--- src/pwm_gen_pkg.sv ---
// Package holding register map, field layout and timing constants of the PWM generator.
package pwm_gen_pkg;
    // ------------------------------------------------------------
    // Register byte offsets
    // ------------------------------------------------------------
    localparam logic [7:0] OFS_PERIOD_LIMIT = 8'h00;
    localparam logic [7:0] OFS_TIMER2_CONTROL = 8'h04;
    localparam logic [7:0] OFS_DUTY_HIGH_WRITE = 8'h08;
    localparam logic [7:0] OFS_DUTY_ACTIVE_COPY = 8'h0C;
    localparam logic [7:0] OFS_CCP_CONTROL = 8'h10;
    localparam logic [7:0] OFS_TIMER2_COUNT = 8'h14;
    localparam logic [7:0] OFS_DEADBAND_CONTROL = 8'h18;
    localparam logic [7:0] OFS_PERIPHERAL_FLAGS_ONE = 8'h1C;
    localparam logic [7:0] OFS_PIN_DIRECTION = 8'h20;
    localparam logic [7:0] OFS_PULSE_STEERING = 8'h24;
    // ------------------------------------------------------------
    // Field positions
    // ------------------------------------------------------------
    localparam int CCP_CONFIG_HI = 7;
    localparam int CCP_CONFIG_LO = 6;
    localparam int CCP_DUTY_LO_HI = 5;
    localparam int CCP_DUTY_LO_LO = 4;
    localparam int T2_RUN_BIT = 2;
    localparam int T2_PRESCALE_HI = 1;
    localparam int MATCH_FLAG_BIT = 1;
    // ------------------------------------------------------------
    // Reset values and encodings
    // ------------------------------------------------------------
    localparam logic [7:0] PERIOD_LIMIT_RESET = 8'hFF;
    localparam logic [7:0] BYTE_ZERO = 8'h00;
    localparam logic [3:0] PIN_DIRECTION_RESET = 4'hF;
    localparam logic [3:0] STEERING_RESET = 4'h1;
    localparam logic [1:0] CFG_SINGLE = 2'h0;
    localparam logic [1:0] CFG_FORWARD = 2'h1;
    localparam logic [1:0] CFG_HALF = 2'h2;
    localparam logic [1:0] CFG_REVERSE = 2'h3;
    localparam logic [1:0] PWM_MODE_TOP = 2'h3;
    // System clock phases per timer tick, and prescale ratios.
    localparam logic [1:0] QUARTER_LAST = 2'h3;
    localparam logic [3:0] PRESCALE_LAST_4 = 4'h3;
    localparam logic [3:0] PRESCALE_LAST_16 = 4'hF;
endpackage

--- src/enhanced_pwm_generator.sv ---
// Enhanced PWM generator with timer, double-buffered duty, bridge steering and APB registers.
`timescale 1ns/1ps
// Notes on behaviour
// - Period is (limit+1) times 4 times prescale.
// - Match clears count, sets output unless duty is zero, loads duty.
// - Postscaler never affects the period.
// - Duty is eight high bits plus two low.
// - New duty applies only at period match.
// - Active duty copy is read-only in PWM mode.
// - High time equals duty times prescaled clock.
// - Active duty plus hidden latch double-buffer.
// - Time base is count with two phase or prescaler bits.
// - Time base equal duty drives output inactive.
// - Resolution grows with period limit up to ten.
// - Duty beyond period keeps level all period.
// - Prescaler divides by 1, 4 or 16.
// - Sleep freezes timer and pin levels; bus access still works.
// - Reset makes pins inputs, registers default.
// - Zero control releases every output pin.
// - Config field picks single, half or bridge.
// - Enable waits for a new period start.
// - Mode field picks output polarity.
// - Single mode drives pins steering enables.
// - Unused pins stay free, undriven.
// - Bridge forward and reverse pin roles.
// - Polarity chosen per pair A/C and B/D.
// - Half-bridge delays active edges by dead band.
// - Direction change parks modulated pins first.
module enhanced_pwm_generator
    import pwm_gen_pkg::*;
(
    input wire logic mclk,
    input wire logic rst,
    input wire logic sleep,
    input wire logic psel,
    input wire logic penable,
    input wire logic pwrite,
    input wire logic [7:0] paddr,
    input wire logic [31:0] pwdata,
    output logic [31:0] prdata,
    output logic pready,
    output logic pslverr,
    output logic outPinA,
    output logic outPinB,
    output logic outPinC,
    output logic outPinD,
    output logic [3:0] pinOutEnableN,
    output logic [3:0] pinOwned
);
    // ------------------------------------------------------------
    // State
    // ------------------------------------------------------------
    typedef enum logic [1:0] {ST_IDLE, ST_WAIT, ST_RUN} phase_e;
    typedef struct packed {
        // Software-visible registers and the hidden duty latch.
        logic [7:0] periodLimit;
        logic [7:0] timer2Control;
        logic [7:0] dutyHighWrite;
        logic [7:0] dutyActiveCopy;
        logic [1:0] dutyLatch;
        logic [7:0] ccpControl;
        logic [7:0] timer2Count;
        logic [7:0] deadbandControl;
        logic matchFlag;
        logic [3:0] pinDirection;
        logic [3:0] steering;

        // Timer phase and prescaler count.
        logic [1:0] quarter;
        logic [3:0] prescale;

        // Waveform, steering and pin levels.
        logic pwmOut;
        logic [1:0] bridgeCfg;
        logic parked;
        logic [6:0] deadA;
        logic [6:0] deadB;
        logic [3:0] pinVal;
        phase_e phase;

        // Bus answer.
        logic [31:0] rdata;
        logic ready;
        logic err;
    } state_s;
    state_s s_q;
    state_s s_d;
    logic tick;
    logic wrap;
    logic pwmMode;
    logic [9:0] dutyActive;
    logic [9:0] dutyRequest;
    logic [1:0] reqCfg;
    logic [3:0] polarLevels;
    logic [3:0] idleLevels;
    logic [3:0] prescaleLast;
    logic [3:0] used;
    logic [3:0] levels;
    logic mod;
    logic modA;
    logic modB;
    logic known;
    logic access;

    // True for every mapped register offset.
    function automatic logic is_reg(input logic [7:0] a);
        return a == OFS_PERIOD_LIMIT || a == OFS_TIMER2_CONTROL || a == OFS_DUTY_HIGH_WRITE ||
            a == OFS_DUTY_ACTIVE_COPY || a == OFS_CCP_CONTROL || a == OFS_TIMER2_COUNT ||
            a == OFS_DEADBAND_CONTROL || a == OFS_PERIPHERAL_FLAGS_ONE || a == OFS_PIN_DIRECTION ||
            a == OFS_PULSE_STEERING;
    endfunction

    // low bits from quarter phase or prescaler
    function automatic logic [9:0] time_base(input logic [7:0] count, input logic [1:0] phase4,
        input logic [3:0] pre, input logic [3:0] last);
        logic [9:0] base;
        base = {count, pre[3:2]};
        if (last == 4'h0) begin
            base = {count, phase4};
        end else if (last == PRESCALE_LAST_4) begin
            base = {count, pre[1:0]};
        end
        return base;
    endfunction

    // ------------------------------------------------------------
    // Time base
    // ------------------------------------------------------------
    assign pwmMode = s_q.ccpControl[3:2] == PWM_MODE_TOP;
    // A transfer is taken once; the pready pulse itself blocks a second take.
    assign access = psel && penable && !s_q.ready;
    assign known = is_reg(paddr);
    always_comb begin
        prescaleLast = 4'h0;
        if (s_q.timer2Control[T2_PRESCALE_HI]) begin
            prescaleLast = PRESCALE_LAST_16;
        end else if (s_q.timer2Control[0]) begin
            prescaleLast = PRESCALE_LAST_4;
        end
    end

    // One timer step every four clocks times the prescale ratio.
    // four phases times prescale per count
    assign tick = s_q.timer2Control[T2_RUN_BIT] && !sleep && s_q.quarter == QUARTER_LAST &&
        s_q.prescale == prescaleLast;
    assign wrap = tick && s_q.timer2Count == s_q.periodLimit;
    assign dutyActive = {s_q.dutyActiveCopy, s_q.dutyLatch};
    assign dutyRequest = {s_q.dutyHighWrite, s_q.ccpControl[CCP_DUTY_LO_HI:CCP_DUTY_LO_LO]};
    assign reqCfg = s_q.ccpControl[CCP_CONFIG_HI:CCP_CONFIG_LO];
    // output high while time base below duty
    assign mod = s_q.pwmOut;

    // ------------------------------------------------------------
    // Output steering
    // ------------------------------------------------------------
    // dead band delays each half-bridge active edge
    assign modA = mod && s_q.deadA == 7'h00;
    assign modB = !mod && s_q.deadB == 7'h00;
    always_comb begin
        used = 4'h0;
        levels = 4'h0;
        case (s_q.bridgeCfg)
            CFG_SINGLE: begin
                used = s_q.steering;
                levels = {4{mod}};
            end
            // half bridge on A and B
            CFG_HALF: begin
                used = 4'h3;
                levels[0] = modA;
                levels[1] = modB;
            end
            CFG_FORWARD: begin
                used = 4'hF;
                levels[0] = 1'b1;
                levels[3] = mod && !s_q.parked;
            end
            // Reverse: C active, B modulated, A and D stay inactive.
            default: begin
                used = 4'hF;
                levels[1] = mod && !s_q.parked;
                levels[2] = 1'b1;
            end
        endcase
    end

    // ------------------------------------------------------------
    // Pin polarity
    // ------------------------------------------------------------
    // polarity per pin pair
    // mode field selects polarity
    // Bit 0 of the mode field serves pins A and C, bit 1 pins B and D; a one makes the pair active low.
    for (genvar g = 0; g < 4; g++) begin : g_polarity
        assign polarLevels[g] = levels[g] ^ s_q.ccpControl[g % 2];
        assign idleLevels[g] = s_q.ccpControl[g % 2];
    end

    // ------------------------------------------------------------
    // Next state
    // ------------------------------------------------------------
    always_comb begin
        logic [9:0] nextBase;
        nextBase = 10'h000;
        s_d = s_q;
        s_d.ready = 1'b0;
        s_d.err = 1'b0;
        if (!sleep && s_q.timer2Control[T2_RUN_BIT]) begin
            s_d.quarter = s_q.quarter + 2'h1;
            if (s_q.quarter == QUARTER_LAST) begin
                s_d.prescale = (s_q.prescale == prescaleLast) ? 4'h0 : s_q.prescale + 4'h1;
            end
            if (tick) begin
                s_d.timer2Count = s_q.timer2Count + 8'h01;
            end

            // Clearing on the base of the coming cycle keeps the pulse exactly duty steps long.
            nextBase = time_base(s_d.timer2Count, s_d.quarter, s_d.prescale, prescaleLast);
            if (s_q.phase == ST_RUN && nextBase == dutyActive) begin
                s_d.pwmOut = 1'b0;
            end

            // Dead band counters run down only while the timer runs.
            if (s_q.deadA != 7'h00) begin
                s_d.deadA = s_q.deadA - 7'h01;
            end
            if (s_q.deadB != 7'h00) begin
                s_d.deadB = s_q.deadB - 7'h01;
            end

            if (s_q.bridgeCfg != reqCfg) begin
                s_d.parked = 1'b1;
            end
            if (s_q.pwmOut && !s_d.pwmOut) begin
                s_d.deadB = s_q.deadbandControl[6:0];
            end

            // The wrap comes after the clear so that a new period wins.
            // match clears count, sets pin unless duty is zero, loads duty
            // new duty only at period end
            if (wrap) begin
                s_d.timer2Count = BYTE_ZERO;
                s_d.dutyActiveCopy = s_q.dutyHighWrite;
                s_d.dutyLatch = s_q.ccpControl[CCP_DUTY_LO_HI:CCP_DUTY_LO_LO];
                s_d.matchFlag = 1'b1;
                s_d.parked = 1'b0;
                s_d.bridgeCfg = reqCfg;
                // waveform starts at a new period
                if (pwmMode) begin
                    s_d.phase = ST_RUN;
                    s_d.pwmOut = dutyRequest != 10'h000;
                    s_d.deadA = s_d.pwmOut ? s_q.deadbandControl[6:0] : 7'h00;
                end
            end
        end

        if (!pwmMode) begin
            s_d.phase = (s_q.ccpControl == BYTE_ZERO) ? ST_IDLE : ST_WAIT;
            s_d.pwmOut = 1'b0;
        end else if (s_q.phase == ST_IDLE) begin
            s_d.phase = ST_WAIT;
        end

        // Pins show their inactive level until the first full period starts.
        s_d.pinVal = polarLevels;
        if (s_q.phase != ST_RUN) begin
            s_d.pinVal = idleLevels;
        end
        // Sleep holds whatever the pins were driving.
        if (sleep) begin
            s_d.pinVal = s_q.pinVal;
        end

        // Register access is answered at the edge after it is taken.
        if (access) begin
            s_d.ready = 1'b1;
            s_d.err = !known;
            s_d.rdata = 32'h0000_0000;
            if (pwrite && known) begin
                if (paddr == OFS_PERIOD_LIMIT) begin
                    s_d.periodLimit = pwdata[7:0];
                end else if (paddr == OFS_TIMER2_CONTROL) begin
                    s_d.timer2Control = pwdata[7:0];
                end else if (paddr == OFS_DUTY_HIGH_WRITE) begin
                    s_d.dutyHighWrite = pwdata[7:0];
                end else if (paddr == OFS_DUTY_ACTIVE_COPY) begin
                    if (!pwmMode) begin
                        s_d.dutyActiveCopy = pwdata[7:0];
                    end
                end else if (paddr == OFS_CCP_CONTROL) begin
                    s_d.ccpControl = pwdata[7:0];
                end else if (paddr == OFS_TIMER2_COUNT) begin
                    s_d.timer2Count = pwdata[7:0];
                end else if (paddr == OFS_DEADBAND_CONTROL) begin
                    s_d.deadbandControl = pwdata[7:0];
                end else if (paddr == OFS_PERIPHERAL_FLAGS_ONE) begin
                    // A match in the same cycle wins over a software clear.
                    s_d.matchFlag = pwdata[MATCH_FLAG_BIT] || wrap;
                end else if (paddr == OFS_PIN_DIRECTION) begin
                    s_d.pinDirection = pwdata[3:0];
                end else begin
                    s_d.steering = pwdata[3:0];
                end
            end else if (!pwrite) begin
                if (paddr == OFS_PERIOD_LIMIT) begin
                    s_d.rdata[7:0] = s_q.periodLimit;
                end else if (paddr == OFS_TIMER2_CONTROL) begin
                    s_d.rdata[7:0] = s_q.timer2Control;
                end else if (paddr == OFS_DUTY_HIGH_WRITE) begin
                    s_d.rdata[7:0] = s_q.dutyHighWrite;
                end else if (paddr == OFS_DUTY_ACTIVE_COPY) begin
                    s_d.rdata[7:0] = s_q.dutyActiveCopy;
                end else if (paddr == OFS_CCP_CONTROL) begin
                    s_d.rdata[7:0] = s_q.ccpControl;
                end else if (paddr == OFS_TIMER2_COUNT) begin
                    s_d.rdata[7:0] = s_q.timer2Count;
                end else if (paddr == OFS_DEADBAND_CONTROL) begin
                    s_d.rdata[7:0] = s_q.deadbandControl;
                end else if (paddr == OFS_PERIPHERAL_FLAGS_ONE) begin
                    s_d.rdata[MATCH_FLAG_BIT] = s_q.matchFlag;
                end else if (paddr == OFS_PIN_DIRECTION) begin
                    s_d.rdata[3:0] = s_q.pinDirection;
                end else if (paddr == OFS_PULSE_STEERING) begin
                    s_d.rdata[3:0] = s_q.steering;
                end
            end
        end
    end

    // ------------------------------------------------------------
    // Registers
    // ------------------------------------------------------------
    // reset restores defaults and inputs
    always_ff @(posedge mclk or posedge rst) begin
        if (rst) begin
            // Everything clears except the few registers with non-zero defaults.
            s_q <= '0;
            s_q.periodLimit <= PERIOD_LIMIT_RESET;
            s_q.pinDirection <= PIN_DIRECTION_RESET;
            s_q.steering <= STEERING_RESET;
            s_q.phase <= ST_IDLE;
        end else begin
            s_q <= s_d;
        end
    end

    // ------------------------------------------------------------
    // Pins and bus answer
    // ------------------------------------------------------------
    assign outPinA = s_q.pinVal[0];
    assign outPinB = s_q.pinVal[1];
    assign outPinC = s_q.pinVal[2];
    assign outPinD = s_q.pinVal[3];
    // pins drive only once software clears direction
    assign pinOwned = (s_q.phase == ST_IDLE) ? 4'h0 : used;
    // A driver is enabled only on owned pins that software has made outputs.
    assign pinOutEnableN = ~(pinOwned & ~s_q.pinDirection);
    assign prdata = s_q.rdata;
    assign pready = s_q.ready;
    assign pslverr = s_q.err;
endmodule

--- config.mk ---
export PLATFORM = sky130hd
export DESIGN_NAME = enhanced_pwm_generator
export DESIGN_NICKNAME = d
export VERILOG_FILES = /design/src/pwm_gen_pkg.sv /design/src/enhanced_pwm_generator.sv
export SDC_FILE = /design/constraint.sdc
export NUM_CORES = 1
export LEC_CHECK = 0
export BUFFER_PORTS_ARGS = -buffer_cell sky130_fd_sc_hd__buf_2
export CORE_MARGIN = 2
export CORE_UTILIZATION = 30
export CTS_CLUSTER_SIZE = 10
export DETAILED_ROUTE_END_ITERATION = 8
export PLACE_DENSITY = 0.47
export SLEW_MARGIN = 20
export SYNTH_ARGS = -nofsm -noshare
export SYNTH_HDL_FRONTEND = slang
export SYNTH_SLANG_ARGS = --single-unit
--- constraint.sdc ---
create_clock -name mclk -period 3.67 [get_ports mclk]
set_input_delay 0.734 -clock mclk [delete_from_list [all_inputs] [get_ports mclk]]
set_output_delay 0.734 -clock mclk [all_outputs]
set_load 0.005 [all_outputs]
==> results.yml, run 1 <==
pwr:
  powerDensity_mw_per_mm2: 326
  leakage_nw: 3.20
  finalPower_mw: 2.35
  vdd_drop_max_v: 0.000229
placement:
  dp_cells: 971
  place_congestion: 0.838
  dp_hpwl_um: 13200
  io_buffers: 43
sta:
  final.setup.tns_ns: 0
  fin_crit_sh: 0.845
  rsz0062_at_grt: "false"
  final-setup-viol-count: 0
  slew_viol_final: 0
  slew_headroom: 0.315
  hold_viol_final: 0
  fmax_mhz: 322
  fin_worst_skew_ns: 0.0115
  finalCriticalPeriod_ns: 3.10
  worst_pin_slew_ns: 1.03
clock_network:
  numCtsBuffers: 9
  clk_pin_slew_ns: 0.08
  clk-insertion-delay-late_ns: 0.36
  hold_buffers: 0
  clockRootBuffer: "clkbuf_16"
  cts_tree: "yes"
  cts_sinks: 107
  cts-resized-gates: 0
  post_cts_buffers: 0
  cts_max_path_buffers: 2
  cts_max_level: 3
logic_synthesis:
  synth_edf_count: 0
  ys_seq_area_frac: 0.416
  yosysTopAreaCellShare: 0.364
  synthDistinctLibCells: 72
  syn_area_mm2: 0.00647
  syn_avg_cell_area_um2: 9.55
  yosysTopAreaCell: "dfrtp_1"
  ys.flop_type: "dfrtp_1"
  yosysMostFrequentCell: "dfrtp_1"
  netlist_top_cells_area: "dfrtp_1, mux2_2, dfstp_2"
  ys_warn_count: 0
  synthTopCellsByCount: "dfrtp_1, nand2_1, nor2_1"
  synthArstFlopShare: 1.00
  netlist_instances: 677
  ys_seq_elements: 107
routing:
  vias_per_cell: 5.15
  drtIter0Drc: 351
  drc: 0
  vias: 5087
  first_pass_iters: 5
  wl_per_cell_um: 18.0
  wl_um: 17800
  ant_nets: 0
setup_path:
  startpoint: "s_q[115]"
  reg2reg_to: "s_q[44]"
  required_ns: 3.91
  path_max_fanout: 8
  cp.arrival_ns: 3.34
  reg2reg_depth: 8
  regToRegSetupSlack_ns: 0.57
  path_class: "reg2reg"
  cp-start-kind: "flop"
  r2r_start: "s_q[115]"
  critPathCaptureType: "flop"
flow_run:
  max-cap-violations: 0
layout:
  syn_to_final_growth_pct: 11.4
  multi_input_area_mm2: 0.00344
  drive_above_1_share: 0.223
  finalNonFillerCells: 987
  fill_cells: 2188
  antenna_cells: 0
  seq_area_mm2: 0.00269
  fin_util: 0.342
  nNetsFinal: 759
floorplan:
  start_util: 0.307
  rows: 53
  dieArea_mm2: 0.0228
  die_w_um: 151
  dieHeight_um: 151
  core_mm2: 0.0211
  ios: 92
global_route:
  antenna_found_initial: 0
  grt_pass1_vias: 5027
  grt.overflow.total: 0
  grt_pass1_wl_um: 28500
  grt_usage: 0.163
  grt_start_max_net_pins: 74
min_path:
  min_to: "prdata[0]"
  hold_path.class: "reg2reg"
  hp-start: "prdata[0]"
  whs_path_depth: 2
outcome:
  status: "complete, no violations"
## how the worst max path moves through the flow
stage                     slack, ns        endpoint
after floorplan                0.14   dutyActive[0]
after CTS                      0.57         s_q[44]
after global routing           0.39         s_q[44]
final                          0.57         s_q[44]
after global placement         0.51  dutyRequest[7]
after detailed placement       0.48  dutyRequest[8]
## where the power goes
group          switching [mW]  internal, mW
Combinational          0.0813        0.0306
Sequential            0.00717          1.19
Clock                   0.494         0.550
Total                   0.582          1.77
## metal layers
metal | vias to the layer above | global-route usage | wire (um) | part of all wire
li1 | 2425 | - | - | -
met1 | 2504 | 0.229 | 8400 | 0.47
met2 | 141 | 0.259 | 8240 | 0.46
met3 | 17 | 0.0301 | 767 | 0.043
met4 | 0 | 0.0472 | 365 | 0.021
met5 | - | 0 | 0 | 0
## state kept, by name, indices dropped and copies added (netlist names)
name	count
dutyActive	10
outPinD	1
pslverr	1
pready	1
prdata	8
s_q	68
outPinB	1
mod	1
idleLevels	2
dutyRequest	10
outPinC	1
reqCfg	2
outPinA	1
## worst max-delay path: stages, from the launching register on
cell,delay (ns)
dfrtp_1,0.57
or4b_4,0.53
a21oi_1,0.33
o211ai_1,0.19
xnor2_1,0.22
a2111oi_4,0.42
nand3_2,0.22
a21o_1,0.21
a221o_1,0.29
## area by class of cell
class / instances / area share
timing repair buffer: 62 / 0.0497
sequential: 107 / 0.374
inverter: 14 / 0.00764
clock buffer: 9 / 0.0313
tap: 275 / 0.0477
clock inverter: 7 / 0.0128
multi-input combinational: 513 / 0.477
## through the flow
step,hold WS [ns],area (um^2),setup slack [ns]
global placement,0.462,6890,0.515
floorplan,0.450,6560,0.140
CTS,0.491,7210,0.571
finish,0.483,7210,0.568
global route,0.515,7210,0.385
detailed placement,0.470,6890,0.479
## cell usage in the layout (no fill, tap or decap), types with 6 or more instances in the layout
cell type,netlist,final
inv_1,14,13
o22ai_1,10,10
nor3_1,15,15
nand4_1,8,8
buf_2,2,43
dfstp_2,13,13
nor4_1,9,9
clkbuf_16,0,9
conb_1,1,24
xor2_1,18,18
buf_4,32,19
nand2b_1,10,10
nand2_1,66,66
nor2_1,51,51
or3_1,10,10
o21ai_0,47,47
mux2i_1,28,28
o21ai_1,11,11
nand3_1,17,17
dfrtp_1,94,94
mux2_2,49,49
a21oi_1,29,29
xnor2_1,17,17
mux2_1,8,8
ha_1,6,6
## logic make-up after synthesis
logic type	synth area share
simple gates	0.170
compound gates	0.146
flops	0.416
mux	0.143
buf+inv	0.0654
xor+xnor	0.0474
fa+ha+maj	0.0116
other cells	0.000580
No activity file was read; power rests on OpenSTA's default activity.
==> inputs of run 2 (changes only) <==
Clock period 3.67 ns to 2.5 ns, I/O delays scaled along.
==> run 2 against run 1 <==
  * The run now ends with negative setup slack left
  * Die area stayed put
  * Sequential power is 47% higher
  * Maximum frequency is 11% higher
  * Flip-flop and latch count stayed put
  * Utilization is 4.4 points higher
  * Power is 45% higher
  * Design area is 13% higher
  * Register-to-register slack worse by 0.87 ns
  * Hold slack worse by 0.21 ns
  * Critical path depth is 1 higher
  * Clock-buffer cell count stayed put
  * Clock power is 41% higher
==> results.yml, run 2 (synthesis gave the netlist of run 1 again) <==
global_route:
  grtUsageMet3: 0.0361
  grt_usage: 0.171
  met1_usage: 0.237
  grt_pass1_vias: 5298
  grt-busiest-layer: "met2"
  antenna_found_initial: 0
  met2_usage: 0.280
  grt.overflow.total: 0
  grt_start_max_net_pins: 108
  grt_pass1_wl_um: 29900
layout:
  syn_to_final_growth_pct: 25.9
  fin_util: 0.386
  layout_common_cells: "dfrtp_1, buf_4, nand2_1, nor2_1, mux2_2"
  antenna_cells: 0
  fill_cells: 2103
  final_common_cell: "dfrtp_1"
  nNetsFinal: 833
  regMostFlops: "s_q"
  drive_above_1_share: 0.359
  largest_register_ffs: 68
pwr:
  combPwrFrac: 0.053
  internal_power_mw: 2.52
  seq_power_share: 0.516
  sw_frac_of_total: 0.261
  vdd_drop_max_v: 0.000304
  powerDensity_mw_per_mm2: 418
  clockPowerShare: 0.431
  power_switching_mw: 0.886
  leakage_nw: 3.70
setup_path:
  path_max_fanout: 4
  cp.arrival_ns: 3.04
  required_ns: 2.74
  cp-start-kind: "flop"
  path_class: "reg2reg"
  critPathCaptureType: "flop"
sta:
  hold_viol_final: 0
  slew_headroom: 0.587
  rsz0062_at_grt: "true"
  fmax_mhz: 357
  fin_crit_sh: 1.12
  final-setup-viol-count: 21
  slew_viol_final: 0
  fin_worst_skew_ns: 0.0114
  finalCriticalPeriod_ns: 2.80
  setup_ws_ns: -0.301
  worst_pin_slew_ns: 0.615
floorplan:
  start_util: 0.307
  dieHeight_um: 151
  dieArea_mm2: 0.0228
  rows: 53
  ios: 92
  core_mm2: 0.0211
  die_w_um: 151
outcome:
  violations: "negative setup slack"
  status: "finished, violations left"
routing:
  first_pass_iters: 5
  vias_per_cell: 5.09
  wl_per_cell_um: 17.8
  vias: 5398
  drc: 0
  drtIter0Drc: 394
  ant_nets: 0
  wl_um: 18900
clock_network:
  cts_sinks: 107
  clockRootBuffer: "clkbuf_16"
  numCtsBuffers: 9
  cts_max_level: 3
  cts_max_path_buffers: 2
  cts_tree: "yes"
  clk_pin_slew_ns: 0.08
  clk-insertion-delay-late_ns: 0.36
placement:
  dp_hpwl_um: 13800
  place_congestion: 0.874
  pre_cts_ws_ns: -0.301
  io_buffers: 43
flow_run:
  max-cap-violations: 0
min_path:
  hold_path.class: "in2async"
run 2: layout make-up:
type / count / area [um^2] / area share
clock buffer: 9 / 225 / 0.0276
sequential: 107 / 2690 / 0.331
inverter: 14 / 56.3 / 0.00691
timing repair buffer: 136 / 1030 / 0.126
clock inverter: 7 / 76.3 / 0.00937
tap: 275 / 344 / 0.0422
multi-input combinational: 513 / 3720 / 0.457
run 2: worst max-delay path, stage by stage, from the launching register on:
cell	delay (ns)
dfrtp_1	0.41
or4b_4	0.57
a21o_4	0.27
a2111oi_4	0.35
o21ai_2	0.10
a211oi_4	0.26
buf_4	0.17
nand3_4	0.08
or3_4	0.34
o211a_1	0.13
run 2: per-stage QoR:
| step | hold WS (ns) | setup TNS, ns | power (mW) | instances | cell area [um^2] |
|---|---|---|---|---|---|
| floorplan | 0.450 | -2.11 | 1.91 | 700 | 6640 |
| global placement | 0.463 | -7.29 | 1.97 | 1033 | 7440 |
| detailed placement | 0.470 | -9.15 | 1.97 | 1033 | 7440 |
| CTS | 0.329 | -1.60 | 3.45 | 1054 | 7870 |
| global route | 0.334 | -5.14 | 3.56 | 1061 | 8150 |
| finish | 0.269 | -2.28 | 3.40 | 1061 | 8150 |
run 2: metal layers:
layer  share of wire  vias to the layer above  wire [um]
met2            0.48                      139       9000
met5               0                        -          0
met1            0.47                     2672       8860
met3           0.047                        8        894
li1                -                     2579          -
met4          0.0071                        0        134
run 2: final timing paths:
check	start	end	slack (ns)	cells past startpoint
worst max-delay path	s_q[116]	s_q[40]	-0.30	9
worst min-delay path	rst	prdata[6]	0.27	3
worst max register to register	s_q[116]	s_q[40]	-0.30	9
worst min register to register	prdata[0]	prdata[0]	0.48	2
max in group asynchronous	rst	s_q[62]	1.74	3
min in group mclk	pwdata[4]	dutyActive[6]	0.47	3
run 2: power by group through the flow:
| stage | Clock, mW | Sequential, mW | Combinational, mW |
|---|---|---|---|
| CTS | 1.52 | 1.76 | 0.182 |
| global route | 1.60 | 1.76 | 0.201 |
| detailed placement | 0 | 1.79 | 0.181 |
| finish | 1.47 | 1.76 | 0.179 |
| floorplan | 0 | 1.79 | 0.126 |
| global placement | 0 | 1.79 | 0.178 |
run 2: what timing repair did:
action	in CTS	in global routing
gates cloned	0	1
hold buffers	0	0
endpoints found under the setup margin	25	38
buffers inserted	5	6
gates resized for setup	16	68
pin swaps	12	22
